$ cat src/rtl/ssrw_map.svh
// Clock and tick timing, input bit positions, reset values and timing counts of the supervisor
`ifndef SSRW_MAP_SVH
`define SSRW_MAP_SVH

`define SSRW_CLK_PERIOD_NS 40
`define SSRW_TICK_NS       1000000
`define SSRW_TICK_CYCLES   ((`SSRW_TICK_NS + `SSRW_CLK_PERIOD_NS - 1) / `SSRW_CLK_PERIOD_NS)

`define SSRW_RST_T0_MS     11'h032
`define SSRW_RST_T1_MS     11'h0C8
`define SSRW_RST_T2_MS     11'h190
`define SSRW_RST_T3_MS     11'h320

`define SSRW_WD_T0_MS      11'h019
`define SSRW_WD_T1_MS      11'h0C8
`define SSRW_WD_T2_MS      11'h578
`define SSRW_WD_SEL_OFF    2'h3

`define SSRW_DEBOUNCE_MS   11'h002

`define SSRW_WD_SEL_RST    2'h0
`define SSRW_RST_SEL_RST   2'h0

`define SSRW_IN_MAIN       0
`define SSRW_IN_SECOND     1
`define SSRW_IN_THIRD      2
`define SSRW_IN_MANUAL     3
`define SSRW_IN_SCL        4
`define SSRW_IN_SDA        5
`define SSRW_IN_WP         6
`define SSRW_IN_WIDTH      7
`define SSRW_SYNC_RST      7'h38

`endif

$ cat src/rtl/ssrw_pkg.sv
// Types shared by the supervisor modules
package ssrw_pkg;
  typedef logic [10:0] ssrw_ms_t;
  typedef logic [1:0]  ssrw_sel_t;
  typedef logic [14:0] ssrw_pre_t;
  typedef enum logic [1:0] {
    SSRW_BUS_IDLE,
    SSRW_BUS_STARTED,
    SSRW_BUS_CLOCKED
  } ssrw_bus_state_t;
endpackage : ssrw_pkg

$ cat src/rtl/ssrw_sync.sv
// Three-stage pin synchroniser, change taken once stages two and three agree
`timescale 1ns/100ps
module ssrw_sync #(
  parameter int                WIDTH     = 1,
  parameter logic [WIDTH-1:0]  RESET_VAL = '0
) (
  input  wire logic             i_core_clk,
  input  wire logic             i_reset_n,
  input  wire logic [WIDTH-1:0] i_async,
  output logic      [WIDTH-1:0] o_sync
);
  logic [WIDTH-1:0] s1_reg;
  logic [WIDTH-1:0] s2_reg;
  logic [WIDTH-1:0] s3_reg;
  logic [WIDTH-1:0] q_reg;
  logic [WIDTH-1:0] q_next;

  // Bits where the last two stages agree take the new level
  always_comb begin
    q_next = (~(s2_reg ^ s3_reg) & s3_reg) | ((s2_reg ^ s3_reg) & q_reg);
  end

  always_ff @(posedge i_core_clk) begin
    if (!i_reset_n) begin
      s1_reg <= RESET_VAL;
      s2_reg <= RESET_VAL;
      s3_reg <= RESET_VAL;
      q_reg  <= RESET_VAL;
    end else begin
      s1_reg <= i_async;
      s2_reg <= s1_reg;
      s3_reg <= s2_reg;
      q_reg  <= q_next;
    end
  end

  assign o_sync = q_reg;
endmodule : ssrw_sync

$ cat src/rtl/ssrw_supervisor.sv
// Supply supervisor: system reset, supply fail outputs and bus watchdog
//
// Operation
// Start, clock fall, then stop on the bus restarts the watchdog.
// Watchdog expiry without restart drives the timeout output active.
// Timeout output is active low open drain while the timer expired.
// Write-protect high rejects every control write; pin defaults low.
// System reset is asserted at once on power-up and held.
// Reset releases only after main supply stays good a full timeout.
// Manual reset low holds reset, plus one timeout after release.
// Main supply below threshold asserts reset until good for a timeout.
// Second fail output follows the second supply comparator.
// Third fail output is low while third supply is below threshold.
// Third fail output has no timeout delay on recovery.
// Host ties an unused third monitor input to a fixed level.
// Early low-supply output follows main comparator with no delay.
// Any read or write sequence to any address restarts the watchdog.
// Watchdog period comes from two control bits software writes.
// Inputs are synchronised; reset timeout counter loads from setting.
// Reset timeout restarts whenever a reset source returns early.
`timescale 1ns/100ps
`include "ssrw_map.svh"
module ssrw_supervisor #(
  parameter int TICK_CYCLES = `SSRW_TICK_CYCLES
) (
  input  wire logic                i_core_clk,
  input  wire logic                i_reset_n,
  input  wire logic                i_main_supply_ok,
  input  wire logic                i_second_supply_sense,
  input  wire logic                i_third_supply_sense,
  input  wire logic                i_manual_reset_n,
  input  wire logic                i_scl,
  input  wire logic                i_sda,
  input  wire logic                i_write_protect,
  input  wire logic                i_ctrl_write,
  input  wire ssrw_pkg::ssrw_sel_t i_ctrl_wdog_period,
  input  wire ssrw_pkg::ssrw_sel_t i_ctrl_reset_timeout,
  output logic                     o_system_reset_n,
  output logic                     o_early_low_supply_n,
  output logic                     o_second_supply_fail_n,
  output logic                     o_third_supply_fail_n,
  output logic                     o_watchdog_timeout_n,
  output logic                     o_watchdog_oe_n,
  output logic                     o_write_rejected
);
  import ssrw_pkg::*;

  localparam ssrw_pre_t TICK_LAST = 15'(TICK_CYCLES - 1);

  logic [`SSRW_IN_WIDTH-1:0] in_s;
  logic                      main_ok_s;
  logic                      mr_s;
  logic                      scl_s;
  logic                      sda_s;
  logic                      wp_s;

  ssrw_pre_t       free_pre_reg, free_pre_next;
  ssrw_ms_t        dbc_cnt_reg, dbc_cnt_next;
  logic            mr_db_reg, mr_db_next;
  ssrw_pre_t       rst_pre_reg, rst_pre_next;
  ssrw_ms_t        rst_cnt_reg, rst_cnt_next;
  logic            sys_n_reg, sys_n_next;
  logic            cause;
  logic            rst_tick;
  logic            scl_prev_reg, sda_prev_reg;
  ssrw_bus_state_t bus_reg, bus_next;
  logic            start_cond, stop_cond, scl_fall, restart;
  ssrw_pre_t       wd_pre_reg, wd_pre_next;
  ssrw_ms_t        wd_cnt_reg, wd_cnt_next;
  logic            wdo_n_reg, wdo_n_next;
  logic            wd_hold, wd_tick;
  ssrw_sel_t       wd_sel_reg, wd_sel_next;
  ssrw_sel_t       rst_sel_reg, rst_sel_next;
  logic            rej_reg, rej_next;

  function automatic ssrw_pre_t step_pre(input ssrw_pre_t cur,
                                         input logic      clr);
    if (clr || cur == TICK_LAST) begin
      return 15'h0000;
    end
    return cur + 15'h0001;
  endfunction : step_pre

  function automatic ssrw_ms_t reset_ms(input ssrw_sel_t sel);
    case (sel)
      2'h0:    return `SSRW_RST_T0_MS;
      2'h1:    return `SSRW_RST_T1_MS;
      2'h2:    return `SSRW_RST_T2_MS;
      default: return `SSRW_RST_T3_MS;
    endcase
  endfunction : reset_ms

  function automatic ssrw_ms_t wdog_ms(input ssrw_sel_t sel);
    case (sel)
      2'h0:    return `SSRW_WD_T0_MS;
      2'h1:    return `SSRW_WD_T1_MS;
      default: return `SSRW_WD_T2_MS;
    endcase
  endfunction : wdog_ms

  // Pin synchronisers
  ssrw_sync #(
    .WIDTH     (`SSRW_IN_WIDTH),
    .RESET_VAL (`SSRW_SYNC_RST)
  ) u_sync (
    .i_core_clk (i_core_clk),
    .i_reset_n  (i_reset_n),
    .i_async    ({i_write_protect, i_sda, i_scl, i_manual_reset_n,
                  i_third_supply_sense, i_second_supply_sense,
                  i_main_supply_ok}),
    .o_sync     (in_s)
  );

  assign main_ok_s = in_s[`SSRW_IN_MAIN];
  assign mr_s      = in_s[`SSRW_IN_MANUAL];
  assign scl_s     = in_s[`SSRW_IN_SCL];
  assign sda_s     = in_s[`SSRW_IN_SDA];
  assign wp_s      = in_s[`SSRW_IN_WP];

  // Manual reset debounce on the free millisecond tick
  always_comb begin
    free_pre_next = step_pre(free_pre_reg, 1'b0);
    dbc_cnt_next  = dbc_cnt_reg;
    mr_db_next    = mr_db_reg;
    if (mr_s == mr_db_reg) begin
      dbc_cnt_next = 11'h000;
    end else if (free_pre_reg == TICK_LAST) begin
      if (dbc_cnt_reg == `SSRW_DEBOUNCE_MS - 11'h001) begin
        mr_db_next   = mr_s;
        dbc_cnt_next = 11'h000;
      end else begin
        dbc_cnt_next = dbc_cnt_reg + 11'h001;
      end
    end
  end

  always_ff @(posedge i_core_clk) begin
    if (!i_reset_n) begin
      free_pre_reg <= 15'h0000;
      dbc_cnt_reg  <= 11'h000;
      mr_db_reg    <= 1'b1;
    end else begin
      free_pre_reg <= free_pre_next;
      dbc_cnt_reg  <= dbc_cnt_next;
      mr_db_reg    <= mr_db_next;
    end
  end

  // System reset timing
  assign cause    = !main_ok_s || !mr_db_reg;
  assign rst_tick = rst_pre_reg == TICK_LAST;

  always_comb begin
    rst_pre_next = step_pre(rst_pre_reg, cause || rst_cnt_reg == 11'h000);
    rst_cnt_next = rst_cnt_reg;
    if (cause) begin
      rst_cnt_next = reset_ms(rst_sel_reg);
    end else if (rst_tick && rst_cnt_reg != 11'h000) begin
      rst_cnt_next = rst_cnt_reg - 11'h001;
    end
    sys_n_next = !cause && rst_cnt_reg == 11'h000;
  end

  always_ff @(posedge i_core_clk) begin
    if (!i_reset_n) begin
      rst_pre_reg <= 15'h0000;
      rst_cnt_reg <= `SSRW_RST_T0_MS;
      sys_n_reg   <= 1'b0;
    end else begin
      rst_pre_reg <= rst_pre_next;
      rst_cnt_reg <= rst_cnt_next;
      sys_n_reg   <= sys_n_next;
    end
  end

  // Bus activity tracking for watchdog restart
  assign start_cond = scl_s && scl_prev_reg && sda_prev_reg && !sda_s;
  assign stop_cond  = scl_s && scl_prev_reg && !sda_prev_reg && sda_s;
  assign scl_fall   = scl_prev_reg && !scl_s;
  assign restart    = bus_reg == SSRW_BUS_CLOCKED && stop_cond;

  always_comb begin
    bus_next = bus_reg;
    if (start_cond) begin
      bus_next = SSRW_BUS_STARTED;
    end else begin
      case (bus_reg)
        SSRW_BUS_IDLE: begin
          bus_next = SSRW_BUS_IDLE;
        end
        SSRW_BUS_STARTED: begin
          if (stop_cond) begin
            bus_next = SSRW_BUS_IDLE;
          end else if (scl_fall) begin
            bus_next = SSRW_BUS_CLOCKED;
          end
        end
        SSRW_BUS_CLOCKED: begin
          if (stop_cond) begin
            bus_next = SSRW_BUS_IDLE;
          end
        end
        default: begin
          bus_next = SSRW_BUS_IDLE;
        end
      endcase
    end
  end

  always_ff @(posedge i_core_clk) begin
    if (!i_reset_n) begin
      scl_prev_reg <= 1'b1;
      sda_prev_reg <= 1'b1;
      bus_reg      <= SSRW_BUS_IDLE;
    end else begin
      scl_prev_reg <= scl_s;
      sda_prev_reg <= sda_s;
      bus_reg      <= bus_next;
    end
  end

  // Watchdog timer
  assign wd_hold = !sys_n_reg || restart || wd_sel_reg == `SSRW_WD_SEL_OFF;
  assign wd_tick = wd_pre_reg == TICK_LAST;

  always_comb begin
    wd_pre_next = step_pre(wd_pre_reg, wd_hold || wd_cnt_reg == 11'h000);
    wd_cnt_next = wd_cnt_reg;
    wdo_n_next  = wdo_n_reg;
    if (wd_hold) begin
      wd_cnt_next = wdog_ms(wd_sel_reg);
      wdo_n_next  = 1'b1;
    end else if (wd_cnt_reg == 11'h000) begin
      wdo_n_next  = 1'b0;
    end else if (wd_tick) begin
      wd_cnt_next = wd_cnt_reg - 11'h001;
    end
  end

  always_ff @(posedge i_core_clk) begin
    if (!i_reset_n) begin
      wd_pre_reg <= 15'h0000;
      wd_cnt_reg <= `SSRW_WD_T0_MS;
      wdo_n_reg  <= 1'b1;
    end else begin
      wd_pre_reg <= wd_pre_next;
      wd_cnt_reg <= wd_cnt_next;
      wdo_n_reg  <= wdo_n_next;
    end
  end

  // Control bits, blocked while write-protect is high
  always_comb begin
    wd_sel_next  = wd_sel_reg;
    rst_sel_next = rst_sel_reg;
    rej_next     = i_ctrl_write && wp_s;
    if (i_ctrl_write && !wp_s) begin
      wd_sel_next  = i_ctrl_wdog_period;
      rst_sel_next = i_ctrl_reset_timeout;
    end
  end

  always_ff @(posedge i_core_clk) begin
    if (!i_reset_n) begin
      wd_sel_reg  <= `SSRW_WD_SEL_RST;
      rst_sel_reg <= `SSRW_RST_SEL_RST;
      rej_reg     <= 1'b0;
    end else begin
      wd_sel_reg  <= wd_sel_next;
      rst_sel_reg <= rst_sel_next;
      rej_reg     <= rej_next;
    end
  end

  assign o_system_reset_n       = sys_n_reg;
  assign o_early_low_supply_n   = main_ok_s;
  assign o_second_supply_fail_n = in_s[`SSRW_IN_SECOND];
  assign o_third_supply_fail_n  = in_s[`SSRW_IN_THIRD];
  assign o_watchdog_timeout_n   = wdo_n_reg;
  assign o_watchdog_oe_n        = wdo_n_reg;
  assign o_write_rejected       = rej_reg;
endmodule : ssrw_supervisor

$ cat config.mk
export PLATFORM = sky130hd
export DESIGN_NAME = ssrw_supervisor
export DESIGN_NICKNAME = d
export VERILOG_FILES = /design/src/rtl/ssrw_pkg.sv /design/src/rtl/ssrw_sync.sv /design/src/rtl/ssrw_supervisor.sv
export VERILOG_INCLUDE_DIRS = /design/src /design/src/rtl
export SDC_FILE = /design/constraint.sdc
export NUM_CORES = 1
export LEC_CHECK = 0
export BUFFER_PORTS_ARGS = -buffer_cell sky130_fd_sc_hd__buf_4
export CORE_MARGIN = 2
export CORE_UTILIZATION = 40
export CTS_BUF_LIST = sky130_fd_sc_hd__clkbuf_2 sky130_fd_sc_hd__clkbuf_4 sky130_fd_sc_hd__clkbuf_8
export DETAILED_ROUTE_END_ITERATION = 6
export GPL_TIMING_DRIVEN = 0
export SYNTH_ARGS = -nofsm -noshare
export SYNTH_HDL_FRONTEND = slang
export SYNTH_SLANG_ARGS = --single-unit
$ cat constraint.sdc
create_clock -name i_core_clk -period 2.7 [get_ports i_core_clk]
set_clock_uncertainty 0.1 [all_clocks]
set_input_delay 0.27 -clock i_core_clk [delete_from_list [all_inputs] [get_ports i_core_clk]]
set_output_delay 0.27 -clock i_core_clk [all_outputs]
set_load 0.02 [all_outputs]
# --- Word-level counts from Yosys, hierarchy flattened ---
# Cells that the tools add are included.
# W data, S select, Z words.
op_classes:
  add_sub_neg: 6
  n_eq_ne: 16
  bitwise: 7
  mux: 22
  n_reduce_logical: 40
op_table:
  columns: ["cell", "count"]
  rows:
  - ["$mux W15", 6]
  - ["$mux W11", 6]
  - ["$add A15 B1 Y15 const B", 3]
  - ["$eq A15 B15 Y1 const B", 3]
  - ["$pmux W10 S3", 1]
  - ["$logic_not A11 Y1", 2]
  - ["$pmux W11 S2", 1]
  - ["$sub A11 B1 Y11 const B", 2]
  - ["$and A7 B7 Y7", 2]
  - ["$add A11 B1 Y11 const B", 1]
  - ["$eq A11 B1 Y1 const B", 1]
  - ["$logic_and A1 B1 Y1", 11]
  - ["$reduce_bool A11 Y1", 1]
  - ["$logic_not A1 Y1", 8]
  - ["$logic_or A1 B1 Y1", 7]
  - ["$not A7 Y7", 1]
  - ["$or A7 B7 Y7", 1]
  - ["$xor A7 B7 Y7", 1]
  - ["$eq A2 B1 Y1 const B", 3]
  - ["$eq A2 B2 Y1 const B", 3]
  - ["$mux W2", 3]
  - ["$ne A3 B3 Y1 const B", 2]
  - ["$reduce_and A2 Y1", 3]
  - ["$reduce_or A2 Y1", 3]
  - ["9 further kinds", 16]
word_totals:
  register_bits: 118
  word_cells: 111
  input_bits: 14

# --- Logic depth before layout (Yosys ltp) ---
logic_depth:
  depth_word: 10
  mapped_depth: 8
  ltp_nobuf: 7

# --- By module ---
# From an unflattened synthesis, not the netlist that was laid out.
hier_totals:
  hier_cells: 569
  area_unflattened_um2: 5089.9
by_module_without_submodules:
  columns: ["module", "cells_per_inst", "area_each_um2", "n_inst"]
  rows:
  - ["ssrw_supervisor", 497, 4256.6, 1]
  - ["ssrw_sync", 72, 833.3, 1]

# --- Worst setup path after synthesis ---
# Ideal clock, no wire load.
synth_timing:
  path_kind: "register -> register"
  startpoint: "register wd_cnt_reg[0]"
  endpoint: "register wd_cnt_reg[4]"
  path_stages_with_launch: 8
  required_time_ps: 2467
  period_less_slack_ps: 2117
  path_buffers: 0
  arrival_ps: 1883
  setup_time_ps: 133
  setup_slack_ps: 583
  path_cell_list: "dfxtp_1 > inv_1 > ha_1 > nor4b_1 > nand3_1 > and2_1 > nor3b_1 > o31ai_1"
synth_between:
  elab_chain_cells: 4
synth_rtl:
  columns: ["item", "line", "rtl"]
  rows:
  - ["start: declaration", "ssrw_supervisor.sv:69", "ssrw_ms_t wd_cnt_reg, wd_cnt_next;"]
  - ["start signal: assignment", "ssrw_supervisor.sv:243", "wd_cnt_reg <= `SSRW_WD_T0_MS;"]
  - ["start signal: assignment", "ssrw_supervisor.sv:247", "wd_cnt_reg <= wd_cnt_next;"]
  - ["$sub A11 B1 Y11", "ssrw_supervisor.sv:236", "wd_cnt_next = wd_cnt_reg - 11'h001;"]
  - ["$mux W11", "ssrw_supervisor.sv:235", "end else if (wd_tick) begin"]
  - ["$mux W11", "ssrw_supervisor.sv:233", "end else if (wd_cnt_reg == 11'h000) begin"]
  - ["$mux W11", "ssrw_supervisor.sv:230", "if (wd_hold) begin"]
# Several ways; a longest one is shown, not always the timed one. The select of a mux whose other input is x is not followed.
# A chain may end at the register's enable or synchronous reset.

# --- Worst setup path in the final report ---
layout_timing:
  startpoint: "register rst_cnt_reg[2]"
  endpoint: "register rst_pre_reg[3]"
layout_between:
  elab_chain_cells: 5
layout_rtl:
  columns: ["item", "line", "rtl"]
  rows:
  - ["start: declaration", "ssrw_supervisor.sv:61", "ssrw_ms_t rst_cnt_reg, rst_cnt_next;"]
  - ["start signal: assignment", "ssrw_supervisor.sv:167", "rst_cnt_reg <= `SSRW_RST_T0_MS;"]
  - ["start signal: assignment", "ssrw_supervisor.sv:171", "rst_cnt_reg <= rst_cnt_next;"]
  - ["$logic_not A11 Y1", "ssrw_supervisor.sv:154", "rst_pre_next = step_pre(rst_pre_reg, cause || rst_cnt_reg == 11'h000);"]
  - ["$logic_or A1 B1 Y1", "ssrw_supervisor.sv:154", null]
  - ["$logic_or A1 B1 Y1", "ssrw_supervisor.sv:78", "if (clr || cur == TICK_LAST) begin"]
  - ["$mux W1", "ssrw_supervisor.sv:78", null]
  - ["$mux W15", "ssrw_supervisor.sv:81", "return cur + 15'h0001;"]
  - ["end signal: assignment", "ssrw_supervisor.sv:170", "rst_pre_reg <= rst_pre_next;"]
  - ["end: declaration", "ssrw_supervisor.sv:60", "ssrw_pre_t rst_pre_reg, rst_pre_next;"]
# Every way passes these cells.

==> results.toml <==
[cts]
clockBufferDepth = 2
cts_tree = "built"
htreeDepth = 4
worstSkewPairLatency_ns = 0.43
clock_sinks = 118
cts-root-buf = "clkbuf_8"
cts_buffers = 17
clkTransAtPathRegs_ns = 0.07

[timing]
fin_setup_tns_ns = 0
final_hold_viol_count = 0
fmax_mhz = 408
layout_min_cycle_time_ns = 2.45
finalSetupViolCount = 0
rsz0062_at_grt = "false"
fin_crit_sh_pct = 90.9
tightest_slew_ns = 0.939
slew_headroom_pct = 36.9
finalWorstSetupSlack_ns = 0.247
slew_violations = 0

[synth]
synth_cell_type_count = 51
syn_inst = 562
async_flop_share_pct = 0
synth_ff_type = "dfxtp_1"
syn-num-nets = 589
synth_edf_count = 0
seq_area_frac_synth_pct = 46.6
yosys_warnings = 0
syn_avg_cell_area_um2 = 9.03
synth_seq_cells = 118
syn_area_um2 = 5070

[final_layout]
area_growth_pct = 16.7
diodes = 0
multiInputGateArea_um2 = 2580
drive_gt1_share_pct = 10.3
nets = 638
ff_latch_area_um2 = 2360
fillers = 1245

[power_and_ir_drop]
fin_total_pwr_mw = 3.41
power_leakage_nw = 2.08
power_density_nw_per_um2 = 576
ir_drop_uv = 350

[grt]
grt_max_degree = 17
gr-total-overflow = 0
grt_antenna_before_repair = 0
grt_util_all_layers_pct = 15.7
use_met2_pct = 25.0
grt_pass1_wl_um = 16700
grt_pass1_vias = 3774
use_met3_pct = 6.02
grtUsageMet1_pct = 19.0
grt.busiest_layer = "met2"

[floorplanning]
core_area_um2 = 12500
fp.dieW_um = 117
start_util_pct = 40.5
die_y_um = 117
num_rows = 41
die_area_um2 = 13600
ios = 21

[worst_setup_path]
crit_path_start_kind = "flop"
worstPathRequired_ns = 2.90
end_kind = "flop"
critPathMaxFanout = 10
crit_arrival_ns = 2.65
path_class = "reg -> reg"

[route]
wl_per_cell_um = 12.3
postRouteAntennaNets = 0
dr.pass1.iters = 4
viasPerCell = 4.93
finalWirelength_um = 9800
drcViolationCount = 0
vias = 3928
dr.first_iter.drc_count = 303

[placed_design]
hpwl_um = 6800
numPortBuffers = 19
place.gp.congestion = 0.806
dp_slack_ns = 0.170

[outcome]
status = "completed"

[run]
cap_violations = 0

[hold_path]
hold_path_class = "in -> reg"
-- metal layers --
layer  share of wire [%]  vias to the layer above  wire (µm)
met3                 2.9                       10        280
li1                    -                     2024          -
met2                  48                       48       4660
met1                  48                     1846       4710
met5                   0                        -          0
met4                 1.5                        0        144
-- cell usage after synthesis, types with 4 or more instances --
library cell / count / area, µm²
a21boi_0: 5 / 37.5
a21oi_1: 20 / 100
and2_1: 16 / 100
and3_1: 10 / 62.6
buf_2: 4 / 20.0
clkbuf_1: 14 / 52.6
dfxtp_1: 118 / 2360
ha_1: 13 / 163
inv_1: 14 / 52.6
nand2_1: 38 / 143
nand2b_1: 13 / 81.3
nand3_1: 28 / 140
nand4_1: 19 / 119
nand4b_1: 5 / 43.8
nor2_1: 89 / 334
nor2b_1: 7 / 43.8
nor3_1: 15 / 75.1
nor4_1: 6 / 37.5
o21ai_0: 13 / 65.1
o31ai_1: 4 / 30.0
or4_1: 5 / 37.5
xnor2_1: 29 / 254
xor2_1: 39 / 342
-- cells by family after synthesis --
logic type / Yosys count / synth area share [%]
and+or+nand+nor: 269 / 27.5
DFF: 118 / 46.6
muxes: 4 / 0.814
xor gates and xnor gates: 68 / 11.7
buffers and inverters: 33 / 2.61
adders and majority gates: 13 / 3.21
AOI/OAI and AO/OA: 57 / 7.57
-- worst max-delay path, cell delays in order (launching register included) --
cell      delay (ns)
dfxtp_1         0.34
nor4_1          0.52
nand4_1         0.35
clkbuf_1        0.31
nand2_1         0.22
clkbuf_1        0.39
nor2_1          0.10
-- metrics by stage --
stage,utilization [%],hold slack (ns),cells,cell area (µm²)
after floorplan,-,0.271,562,5070
after global placement,43.4,0.289,753,5430
after detailed placement,43.4,0.292,753,5430
after CTS,47.3,0.178,797,5920
after global routing,47.3,0.261,796,5920
final,47.3,0.239,796,5920
-- cell type report --
cell class / instances / area share [%]
Sequential cell: 118 / 39.9
Tap cell: 172 / 3.63
Multi-Input combinational cell: 411 / 43.6
Clock buffer: 20 / 4.44
Clock inverter: 12 / 1.80
Buffer: 18 / 1.29
Timing Repair Buffer: 31 / 4.44
Inverter: 14 / 0.887
-- worst paths after layout --
path	startpoint	endpoint	slack (ns)	cells past startpoint
min reg2reg	u_sync.s1_reg[5]	u_sync.s2_reg[5]	0.30	1
max reg2reg	rst_cnt_reg[2]	rst_pre_reg[3]	0.25	6
max	rst_cnt_reg[2]	rst_pre_reg[3]	0.25	6
min	i_reset_n	free_pre_reg[4]	0.24	3
-- report_power, final --
part	internal [mW]	leakage, nW	switching, mW
Sequential	1.77	0.958	0.0277
Combinational	0.0644	0.939	0.0621
Clock	0.767	0.181	0.716
-- layout by cell type (no fill, tap or decap), types with 5 or more instances in the layout --
cell type,instances
xor2_1,39
a21oi_1,20
nor2_1,89
clkbuf_1,13
ha_1,13
nand2_1,38
o21ai_0,13
a21boi_0,5
inv_1,14
dfxtp_1,118
nand4b_1,5
nor4_1,6
nand3_1,28
and3_1,10
clkbuf_8,18
nand4_1,19
xnor2_1,29
nand2b_1,13
nor3_1,15
and2_1,16
dlygate4sd3_1,12
buf_4,20
or4_1,5
nor2b_1,7
-- timing repair --
| item | 4_1_cts | 5_1_grt |
|---|---|---|
| endpoints found under the setup margin | 0 | 22 |
| gates resized for setup | 0 | 1 |
| hold endpoints to repair | 12 | 0 |
| hold buffers | 12 | 0 |
| buffers inserted | 0 | 0 |
No activity file was read; power rests on OpenSTA's default activity.
